<file path="config.mk">
export PLATFORM = sky130hd
export DESIGN_NAME = ivm_vector_mapper
export DESIGN_NICKNAME = d
export VERILOG_FILES = /design/src/shared/ivm_pkg.sv /design/src/shared/ivm_map_if.sv /design/src/hw/ivm_vector_mapper.sv /design/src/hw/ivm_addr_calc.sv
export SDC_FILE = /design/constraint.sdc
export NUM_CORES = 1
export LEC_CHECK = 0
export ABC_CLOCK_PERIOD_IN_PS = 123700
export BUFFER_PORTS_ARGS = -buffer_cell sky130_fd_sc_hd__buf_4
export CAP_MARGIN = 15
export CORE_AREA = 5 5 357 359
export CTS_BUF_LIST = sky130_fd_sc_hd__clkbuf_4
export DETAILED_ROUTE_END_ITERATION = 10
export DIE_AREA = 0 0 362 364
export SLEW_MARGIN = 20
export SYNTH_ARGS = -nofsm -noshare
export SYNTH_HDL_FRONTEND = slang
export SYNTH_SLANG_ARGS = --single-unit
</file>
<file path="constraint.sdc">
create_clock -name clk_sys -period 123.7 [get_ports clk_sys]
set_clock_uncertainty 0.15 [all_clocks]
set_input_delay 12.37 -clock clk_sys [delete_from_list [all_inputs] [get_ports clk_sys]]
set_output_delay 12.37 -clock clk_sys [all_outputs]
set_load 0.01 [all_outputs]
</file>
<file path="src/shared/ivm_pkg.sv">
// package for the interrupt vector mapper: table layout, source list, field positions
package ivm_pkg;
  localparam int IVM_ADDR_W = 24;
  localparam int IVM_NUM_W = 7;
  localparam int IVM_NUM_TRAPS = 8;
  localparam int IVM_NUM_IRQ = 118;
  localparam int IVM_NUM_VEC = 126;
  localparam logic [23:0] IVM_RESET_ADDR = 24'h00_0000;
  localparam logic [23:0] IVM_TRAP_BASE = 24'h00_0004;
  localparam logic [23:0] IVM_IRQ_BASE = 24'h00_0014;
  localparam logic [23:0] IVM_ALT_OFFSET = 24'h00_0100;
  localparam int IVM_VEC_STRIDE_SH = 1;
  localparam int IVM_FLAG_REG_SH = 4;
  localparam logic [6:0] IVM_FLAG_BIT_MASK = 7'h0f;
  localparam int IVM_PRIO_REG_SH = 2;
  localparam logic [6:0] IVM_PRIO_SLOT_MASK = 7'h03;
  localparam int IVM_PRIO_SLOT_SH = 2;
  localparam int IVM_PRIO_W = 3;
  // trap source numbers
  localparam logic [2:0] IVM_TRAP_OSC_FAIL = 3'h1;
  localparam logic [2:0] IVM_TRAP_ADDR_ERR = 3'h2;
  localparam logic [2:0] IVM_TRAP_STACK_ERR = 3'h3;
  localparam logic [2:0] IVM_TRAP_MATH_ERR = 3'h4;
  // implemented interrupt vectors, one bit per vector number
  localparam logic [117:0] IVM_IMPL_MASK =
    (118'h1 << 0) | (118'h1 << 1) | (118'h1 << 2) | (118'h1 << 3) | (118'h1 << 5) |
    (118'h1 << 6) | (118'h1 << 7) | (118'h1 << 8) | (118'h1 << 9) | (118'h1 << 10) |
    (118'h1 << 11) | (118'h1 << 12) | (118'h1 << 13) | (118'h1 << 16) | (118'h1 << 17) |
    (118'h1 << 18) | (118'h1 << 19) | (118'h1 << 20) | (118'h1 << 22) | (118'h1 << 23) |
    (118'h1 << 25) | (118'h1 << 26) | (118'h1 << 27) | (118'h1 << 28) | (118'h1 << 29) |
    (118'h1 << 30) | (118'h1 << 31) | (118'h1 << 32) | (118'h1 << 33) | (118'h1 << 37) |
    (118'h1 << 38) | (118'h1 << 39) | (118'h1 << 40) | (118'h1 << 41) | (118'h1 << 42) |
    (118'h1 << 43) | (118'h1 << 44) | (118'h1 << 45) | (118'h1 << 49) | (118'h1 << 50) |
    (118'h1 << 53) | (118'h1 << 54) | (118'h1 << 62) | (118'h1 << 65) | (118'h1 << 66) |
    (118'h1 << 67) | (118'h1 << 72) | (118'h1 << 77) | (118'h1 << 81) | (118'h1 << 82) |
    (118'h1 << 83) | (118'h1 << 84) | (118'h1 << 85) | (118'h1 << 86) | (118'h1 << 87) |
    (118'h1 << 88) | (118'h1 << 89) | (118'h1 << 90) | (118'h1 << 91) | (118'h1 << 92) |
    (118'h1 << 93);
  // dispatch sequencer states
  typedef enum logic [1:0] {
    IVM_IDLE = 2'b00,
    IVM_ISSUE = 2'b01,
    IVM_WAIT = 2'b10
  } ivm_state_t;
endpackage

</file>
<file path="src/shared/ivm_map_if.sv">
// interface between the mapper top and its address calculator
`timescale 1ns/1ps
interface ivm_map_if;
  logic is_trap;
  logic [6:0] num;
  logic alt_sel;
  logic [23:0] vec_addr;
  logic [4:0] flag_reg;
  logic [3:0] flag_bit;
  logic [4:0] prio_reg;
  logic [3:0] prio_lsb;
  logic impl;
  modport client (output is_trap, output num, output alt_sel,
    input vec_addr, input flag_reg, input flag_bit, input prio_reg, input prio_lsb, input impl);
  modport calc (input is_trap, input num, input alt_sel,
    output vec_addr, output flag_reg, output flag_bit, output prio_reg, output prio_lsb, output impl);
endinterface

</file>
<file path="src/hw/ivm_vector_mapper.sv">
// interrupt vector mapper: arbitration by trap, then priority level, natural order on ties, vector address dispatch
`timescale 1ns/1ps
module ivm_vector_mapper import ivm_pkg::*; #(
  parameter int NUM_IRQ = IVM_NUM_IRQ
) (
  input wire logic clk_sys,
  input wire logic resetn,
  input wire logic alt_table_select,
  input wire logic [7:0] trap_event,
  input wire logic [NUM_IRQ-1:0] irq_event,
  input wire logic [NUM_IRQ-1:0] flag_clear,
  input wire logic [NUM_IRQ-1:0] irq_enable,
  input wire logic [NUM_IRQ*3-1:0] irq_priority,
  input wire logic [2:0] cpu_priority,
  input wire logic vec_ack,
  output logic vec_req,
  output logic [23:0] vec_addr,
  output logic [6:0] vec_num,
  output logic vec_is_trap,
  output logic [2:0] vec_level,
  output logic [NUM_IRQ-1:0] request_flag_regs,
  output logic [23:0] reset_pc,
  output logic [4:0] flag_reg_idx,
  output logic [3:0] flag_bit_idx,
  output logic [4:0] prio_reg_idx,
  output logic [3:0] prio_bit_lsb
);
  if (NUM_IRQ != IVM_NUM_IRQ) begin : g_chk
    $error("ivm_vector_mapper: NUM_IRQ must match the table size");
  end

  typedef struct packed {
    ivm_state_t st;
    logic [NUM_IRQ-1:0] flags;
    logic [7:0] traps;
    logic req;
    logic is_trap;
    logic [6:0] num;
    logic [2:0] level;
    logic [23:0] addr;
  } ivm_regs_t;

  ivm_regs_t r_r;
  ivm_regs_t r_nxt;
  ivm_map_if map_bus();

  ivm_addr_calc u_calc (
    .m(map_bus.calc)
  );

  logic [NUM_IRQ-1:0] pend;
  logic win_valid;
  logic win_trap;
  logic [6:0] win_num;
  logic [2:0] win_lvl;
  logic [2:0] p;

  // pending sources: flag and enable, implemented only
  assign pend = r_r.flags & irq_enable & IVM_IMPL_MASK;

  // arbitration: traps first, then highest level; scan downward so lower number wins ties
  always_comb begin
    win_valid = 1'b0;
    win_trap = 1'b0;
    win_num = 7'h00;
    win_lvl = 3'h0;
    p = 3'h0;
    for (int i = NUM_IRQ - 1; i >= 0; i--) begin
      p = irq_priority[i*3 +: 3];
      if (pend[i] && p > cpu_priority && (!win_valid || p >= win_lvl)) begin
        win_valid = 1'b1;
        win_num = 7'(i);
        win_lvl = p;
      end
    end
    for (int t = IVM_NUM_TRAPS - 1; t >= 0; t--) begin
      if (r_r.traps[t]) begin
        win_valid = 1'b1;
        win_trap = 1'b1;
        win_num = 7'(t);
        win_lvl = 3'h7;
      end
    end
  end

  // calculator sees the registered winner while busy, else the live one
  assign map_bus.is_trap = (r_r.st == IVM_IDLE) ? win_trap : r_r.is_trap;
  assign map_bus.num = (r_r.st == IVM_IDLE) ? win_num : r_r.num;
  assign map_bus.alt_sel = alt_table_select;

  // next state: sticky flags, set beats clear; one vector in flight at a time
  always_comb begin
    r_nxt = r_r;
    // unimplemented numbers never latch a flag, so their positions read zero
    r_nxt.flags = ((r_r.flags & ~flag_clear) | irq_event) & IVM_IMPL_MASK;
    r_nxt.traps = r_r.traps | trap_event;
    case (r_r.st)
      IVM_IDLE: begin
        if (win_valid) begin
          r_nxt.st = IVM_ISSUE;
          r_nxt.req = 1'b1;
          r_nxt.is_trap = win_trap;
          r_nxt.num = win_num;
          r_nxt.level = win_lvl;
          r_nxt.addr = map_bus.vec_addr;
        end
      end
      IVM_ISSUE: begin
        if (vec_ack) begin
          r_nxt.st = IVM_WAIT;
          r_nxt.req = 1'b0;
          // trap status drops once the cpu takes its vector; event in same cycle keeps it
          if (r_r.is_trap) begin
            r_nxt.traps[r_r.num[2:0]] = trap_event[r_r.num[2:0]];
          end
        end
      end
      IVM_WAIT: begin
        // one idle cycle so a cleared flag is seen before re-arbitration
        r_nxt.st = IVM_IDLE;
      end
      default: begin
        r_nxt.st = IVM_IDLE;
        r_nxt.req = 1'b0;
      end
    endcase
  end

  // reset takes no vector path: everything clears, no request raised
  always_ff @(posedge clk_sys or negedge resetn) begin
    if (!resetn) begin
      r_r <= '0;
    end else begin
      r_r <= r_nxt;
    end
  end

  assign vec_req = r_r.req;
  assign vec_addr = r_r.addr;
  assign vec_num = r_r.num;
  assign vec_is_trap = r_r.is_trap;
  assign vec_level = r_r.level;
  assign request_flag_regs = r_r.flags;
  assign reset_pc = IVM_RESET_ADDR;
  assign flag_reg_idx = map_bus.flag_reg;
  assign flag_bit_idx = map_bus.flag_bit;
  assign prio_reg_idx = map_bus.prio_reg;
  assign prio_bit_lsb = map_bus.prio_lsb;
endmodule

</file>
<file path="src/hw/ivm_addr_calc.sv">
// vector number to table address and bit position calculator
`timescale 1ns/1ps
module ivm_addr_calc import ivm_pkg::*; (
  ivm_map_if.calc m
);
  logic [23:0] base;
  logic [23:0] prim;
  logic in_range;
  // trap and interrupt slots are two address units apart
  always_comb begin
    base = m.is_trap ? IVM_TRAP_BASE : IVM_IRQ_BASE;
    prim = base + (24'(m.num) << IVM_VEC_STRIDE_SH);
    m.vec_addr = m.alt_sel ? prim + IVM_ALT_OFFSET : prim;
  end
  // unimplemented numbers map to zero positions
  always_comb begin
    in_range = m.is_trap ? (m.num < 7'(IVM_NUM_TRAPS)) : (m.num < 7'(IVM_NUM_IRQ));
    m.impl = in_range && (m.is_trap || IVM_IMPL_MASK[m.num]);
    m.flag_reg = m.impl ? 5'(m.num >> IVM_FLAG_REG_SH) : 5'h0;
    m.flag_bit = m.impl ? 4'(m.num & IVM_FLAG_BIT_MASK) : 4'h0;
    m.prio_reg = m.impl ? 5'(m.num >> IVM_PRIO_REG_SH) : 5'h0;
    m.prio_lsb = m.impl ? 4'((m.num & IVM_PRIO_SLOT_MASK) << IVM_PRIO_SLOT_SH) : 4'h0;
  end
endmodule

</file>
### Word-level counts from Yosys, hierarchy flattened

Memory sizes are Yosys's and may differ from the RTL's.
Index checks and enable logic that the tools add are counted.

* word-level logic and storage cells: 633
* bits in read-only memories: 128
* bits in registers: 107
* memories kept: 1
* output and inout bits: 196
* input bits: 723

* eq/ne operators: 4
* magnitude comparators: 126
* reductions and logical operators: 248
* muxes and demuxes: 238
* bitwise logic cells: 6
* add/subtract/negate cells: 2

Memories
* (no name shown): words 128, bits a word 1, read ports 1, clocked after Yosys merged registers in 0, write ports 0, line ivm_addr_calc.sv:18 `m.impl = in_range && (m.is_trap || IVM_IMPL_MASK[m.num]);`

Operator list (count)
* 2-to-1 mux 7 bit: 70
* 2-to-1 mux 3 bit: 70
* bitwise AND 94 bit: 2
* > comparator 3 bit: 61
* greater-or-equal comparator 3 bit: 60
* logical AND 1 bit: 123
* inverter 94 bit: 1
* bitwise OR 94 bit: 1
* 2-to-1 mux 1 bit: 82
* logical OR 1 bit: 61
* logical NOT 1 bit: 60
* 2-to-1 mux 36 bit: 1
* adder 24 x 8 -> 24 bit: 1
* adder 24 x 9 -> 24 bit (second input constant): 1
* 2-to-1 mux 24 bit: 1
* 2-to-1 mux 8 bit: 2
* 2-to-1 mux 5 bit: 2
* 2-to-1 mux 9 bit: 1
* bitwise mux 8 bit: 1
* less-than comparator 7 x 8 -> 1 bit (second input constant): 1
* 2-to-1 mux 4 bit: 2
* bitwise OR 8 bit: 1
* less-than comparator 7 x 4 -> 1 bit (second input constant): 1
* less-than comparator 7 bit (second input constant): 1
* other kinds (14): 17

### Logic depth before layout (Yosys ltp)

* depth in word-level cells: 257
* mapped depth: 448
* depth with buffers taken out: 442

### Hierarchy

A second synthesis with hierarchy kept.

* cells, all modules: 2588
* area, all modules: 20158.1 sq um

By module, submodules not included
* ivm_vector_mapper: sequential area each 2677.6 sq um, instances 1, area each 19517.5 sq um, cells an instance 2500
* ivm_addr_calc: sequential area each 0.0 sq um, instances 1, area each 640.6 sq um, cells an instance 88

### Worst setup path before layout

No wires, ideal clock.

* path type: in2out
* start: input cpu_priority[2]
* end: output prio_bit_lsb[2]
* arrival: 92.407 ns
* path slack: 18.773 ns
* required time: 111.180 ns
* cell stages on the path: 421
* path through: inv_1 ha_1 and3_1 a211oi_4 and2_1 ha_1 nand2b_1 a211oi_1 o21a_1 nor3_1 or2_2 ha_1 nand2b_1 a21o_1 a21o_1 o21a_1 o21a_1 ha_1 [385 not listed] nand2b_1 a21oi_1 nor2b_1 o31ai_1 a31o_2 nand3_1 nor2_1 a2bb2oi_1 nand2_1 inv_1 ha_1 inv_1 a211oi_1 a22o_1 o31ai_4 o211ai_2 a21oi_1 buf_4

* longest elaborated chain between the ends: 257
* elaborated cells between the ends (all ways): 560

Ends and longest elaborated chain
* start, declared: line ivm_vector_mapper.sv:14 `input wire logic [2:0] cpu_priority,`
* > comparator 3 bit: line ivm_vector_mapper.sv:70 `if (pend[i] && p > cpu_priority && (!win_valid || p >= win_lvl)) begin`
* logical AND 1 bit: line ivm_vector_mapper.sv:70
* 2-to-1 mux 3 bit / 2-to-1 mux 1 bit (equally long branches): line ivm_vector_mapper.sv:70
* greater-or-equal comparator 3 bit / logical NOT 1 bit (equally long branches): line ivm_vector_mapper.sv:70
* logical OR 1 bit: line ivm_vector_mapper.sv:70
* logical AND 1 bit: line ivm_vector_mapper.sv:70
* 2-to-1 mux 3 bit / 2-to-1 mux 1 bit (equally long branches): line ivm_vector_mapper.sv:70
* greater-or-equal comparator 3 bit / logical NOT 1 bit (equally long branches): line ivm_vector_mapper.sv:70
* [234 not listed]
* 2-to-1 mux 7 bit (*): line ivm_vector_mapper.sv:70
* 2-to-1 mux 7 bit (*) (8 in series): line ivm_vector_mapper.sv:77 `if (r_r.traps[t]) begin`
* 2-to-1 mux 7 bit (*): line ivm_vector_mapper.sv:88 `assign map_bus.num = (r_r.st == IVM_IDLE) ? win_num : r_r.num;`
* memory read (128 x 1 bit)
* 2-to-1 mux 1 bit (not written as such): line ivm_addr_calc.sv:18
* logical OR 1 bit: line ivm_addr_calc.sv:18
* logical AND 1 bit: line ivm_addr_calc.sv:18
* 2-to-1 mux 4 bit (*): line ivm_addr_calc.sv:22 `m.prio_lsb = m.impl ? 4'((m.num & IVM_PRIO_SLOT_MASK) << IVM_PRIO_SLOT_SH) : 4'h0;`
* end, declared: line ivm_vector_mapper.sv:26 `output logic [3:0] prio_bit_lsb`

Every way passes the cells marked *; elsewhere a longest branch is shown, timed or not. The select of a mux whose other input is x is not followed.

### Final worst setup path

* start: input cpu_priority[0]
* end: output flag_reg_idx[0]

* longest elaborated chain between the ends: 257
* elaborated cells between the ends (all ways): 560

Ends and longest elaborated chain
* > comparator 3 bit: line ivm_vector_mapper.sv:70
* logical AND 1 bit: line ivm_vector_mapper.sv:70
* 2-to-1 mux 3 bit / 2-to-1 mux 1 bit (equally long branches): line ivm_vector_mapper.sv:70
* greater-or-equal comparator 3 bit / logical NOT 1 bit (equally long branches): line ivm_vector_mapper.sv:70
* logical OR 1 bit: line ivm_vector_mapper.sv:70
* logical AND 1 bit: line ivm_vector_mapper.sv:70
* 2-to-1 mux 3 bit / 2-to-1 mux 1 bit (equally long branches): line ivm_vector_mapper.sv:70
* greater-or-equal comparator 3 bit / logical NOT 1 bit (equally long branches): line ivm_vector_mapper.sv:70
* [234 not listed]
* 2-to-1 mux 7 bit (*): line ivm_vector_mapper.sv:70
* 2-to-1 mux 7 bit (*) (8 in series): line ivm_vector_mapper.sv:77
* 2-to-1 mux 7 bit (*): line ivm_vector_mapper.sv:88
* memory read (128 x 1 bit)
* 2-to-1 mux 1 bit (not written as such): line ivm_addr_calc.sv:18
* logical OR 1 bit: line ivm_addr_calc.sv:18
* logical AND 1 bit: line ivm_addr_calc.sv:18
* 2-to-1 mux 3 bit (*): line ivm_addr_calc.sv:19 `m.flag_reg = m.impl ? 5'(m.num >> IVM_FLAG_REG_SH) : 5'h0;`
* end, declared: line ivm_vector_mapper.sv:23 `output logic [4:0] flag_reg_idx,`

Marked as above.

==> flow_summary.yaml <==
worst_setup_path:
  endpoint_kind: "primary output"
  rr_worst_depth: 413
  cp_num_cells: 419
  required_ns: 111.18
  critPathMostFrequentCell: "ha_1"
  crit_family: "compound AO/OA/AOI/OAI gates"
  rrSetupSlack_ns: 32.54
  rr_startpoint: "request_flag_regs[93]"
  worstPathMaxFanout: 12
  path_class: "in2out"
  critPathBufInv: 20
  rr_endpoint: "vec_addr[8]"
  cp_slowest_stage_delay_ns: 0.54
  slowest_stage: "o211ai_1"
  crit_path_start_kind: "input pin"
  arrival_ns: 103.52
  worstSetupStartpoint: "cpu_priority[0]"
die:
  start_util_pct: 16.18
  die_w_um: 362
  die-area_um2: 131800
  ioPinCount: 919
  die_y_um: 364
  core_um2: 123500
  std_cell_rows: 129
pwr:
  p_per_area_nw_per_um2: 30.10
  power.total_w: 0.0007512
  p_leak_nw: 11.77
  irDropWorstVdd_mv: 0.02521
clock_tree:
  clk_pin_slew_ns: 0.20
  numCtsBuffers: 9
  cts_tree: "built"
  clockBufferDepth: 2
  cts_sinks: 92
  cts_hold_buf: 0
  clk-insertion-delay-late_ns: 0.75
  cts-root-buf: "clkbuf_4"
  htree_levels: 3
synthesis:
  synthCells: 2616
  synth_edf_count: 0
  ys_ff_latch: 92
  syn_avg_cell_area_um2: 7.638
  async_reset_ff_share_pct: 100.0
  yosys_warnings: 0
  synthFlopType: "dfrtp_1"
  yosys.cell_types.count: 120
  synthesis.area_um2: 19980
  ys_seq_area_share_pct: 11.52
finish:
  nets: 4055
  layout-drive-gt1-share_pct: 21.80
  fill_cells: 13930
  area_growth_pct: 24.90
grt:
  grt_pass1_vias: 20560
  antenna_found_initial: 30
  grt_max_degree: 62
  grt.overflow.total: 0
  grt_pass1_wl_mm: 130.9
  grt_use_total_pct: 13.24
timing:
  worst_slew_pin_slew_ns: 0.9885
  timing.final.hold_violations: 0
  setup_viol: 0
  max_slew_margin_pct: 33.65
  max_freq_mhz: 8.618
  period_minus_slack_ns: 116.04
  setup_slack_ns: 7.659
  timing.final.max_slew_violations: 0
  period_share_pct: 93.81
detailed_routing:
  first_pass_iters: 7
  via_count: 21310
  routedWlPerCell_um: 19.57
  remaining_drc_errors: 0
  routed_wl_mm: 91.53
  via_per_inst: 4.557
  drtIter0Drc: 1347
  antenna_left: 0
placed_design:
  dp_hpwl_mm: 78.79
  place_congestion: 0.8769
  place_worst_setup_slack_ns: 4.721
  portBuffers: 476
outcome:
  outcome: "completed"
hold_path:
  hold_path_end: "vec_addr[1]"
  hold-path-cell-count: 2
  hp-class: "reg2reg"
  hold_path.startpoint: "vec_addr[1]"
job:
  drv_cap: 0
==> worst min-delay path: cells and delay by family (launching register included) <==
family	cells	cell delay [ns]
and+or+nand+nor	2	0.11
DFF	1	0.40
==> metrics by stage <==
step                      area [um2]  TNS [ns]  util [%]  hold slack, ns  std cells
final                          24960         0     20.21          0.3709       4676
after global routing           24920   -0.1295     20.19          0.3937       4663
after CTS                      24730         0     20.03          0.3754       4651
after detailed placement       24570         0     19.90          0.3161       4635
after global placement         24570         0     19.90          0.3136       4635
after floorplan                20350         0         -          0.2972       2715
==> cell type report <==
cell class	count	area, um2	area share (%)
diodes	20	50.05	0.2005
clock inverters	7	88.84	0.3560
flip-flops and latches	92	2302	9.225
well taps	1637	2048	8.207
clock buffers	9	67.56	0.2707
inverters	234	878.3	3.520
multi-input cells	2182	15800	63.32
repair buffers	495	3720	14.91
==> sequential cells by signal, summed over array words and instances, names as in the netlist <==
name / cells
r_r: 10
request_flag_regs: 61
vec_addr: 9
vec_is_trap: 1
vec_level: 3
vec_num: 7
vec_req: 1
==> logic make-up (layout without fill, tap and decap cells) <==
| kind of cell | count (synthesis) | count (layout) | synth area share [%] |
|---|---|---|---|
| simple gates | 839 | 839 | 22.13 |
| compound gates | 871 | 871 | 31.49 |
| other cells | 1 | 120 | 0.01877 |
| flops | 92 | 92 | 11.52 |
| xor+xnor | 4 | 4 | 0.1754 |
| mux | 38 | 38 | 2.173 |
| buf+inv | 441 | 745 | 11.97 |
| fa+ha+maj | 330 | 330 | 20.52 |
==> worst max path at each step <==
stage | to | slack, ns
global route | prio_reg_idx[2] | -0.04
floorplan | prio_bit_lsb[2] | 18.77
CTS | prio_bit_lsb[2] | 4.29
detailed placement | prio_bit_lsb[2] | 4.72
finish | flag_reg_idx[0] | 7.66
global placement | prio_bit_lsb[2] | 5.39
==> Yosys cell counts (all sizes together) (17+ instances only) <==
library cell	count	area [um2]
nand3	109	550.5
dfrtp	92	2302
buf	195	1468
ha	318	3979
o2111ai	30	275.3
nor2	147	554.3
and2	39	244.0
o311ai	20	197.7
or2	22	137.6
o21ai	157	800.8
a311oi	22	198.9
nor3	48	255.3
inv	234	878.3
o31ai	25	211.5
nor2b	67	419.2
a21oi	151	789.5
nand2	184	690.7
a31oi	45	309.0
o211ai	35	272.8
o31a	17	151.4
o21a	55	415.4
and3	40	260.3
a211oi	29	240.2
nand2b	80	503.0
mux2	20	229.0
nand4	21	137.6
a21o	112	840.8
==> metal layers <==
metal	vias to the layer above	part of all wire (%)	global-route usage, %	wire length, um
li1	10380	-	-	-
met1	10090	46	17.58	42220
met2	754	44	20.73	40280
met3	67	8.3	4.327	7568
met4	22	1.4	3.336	1321
met5	-	0.15	0	140
==> cells in the final DEF (no fill, tap or decap), types with 45 or more instances in the layout <==
master    instances
ha_1            318
inv_1           232
dfrtp_1          92
a21oi_1         143
nor2b_1          67
nand2b_1         79
o21a_1           53
conb_1          100
nor3_1           45
nand2_1         184
nand3_1         107
o21ai_0         142
buf_4           494
nor2_1          145
a21o_1          112
==> timing repair <==
item                       in CTS  in global routing
setup buffers                   0                  5
gates resized for setup         0                 27
setup endpoints to repair       0                 14
==> report_power, final <==
part,total (W),switching [W],internal [W]
clock network,0.0000242,0.0000192,0.00000506
registers,0.0000361,0.00000338,0.0000327
logic,0.000691,0.000412,0.000279
total,0.000751,0.000434,0.000317
Note: power is estimated with default switching activity, not from simulation.
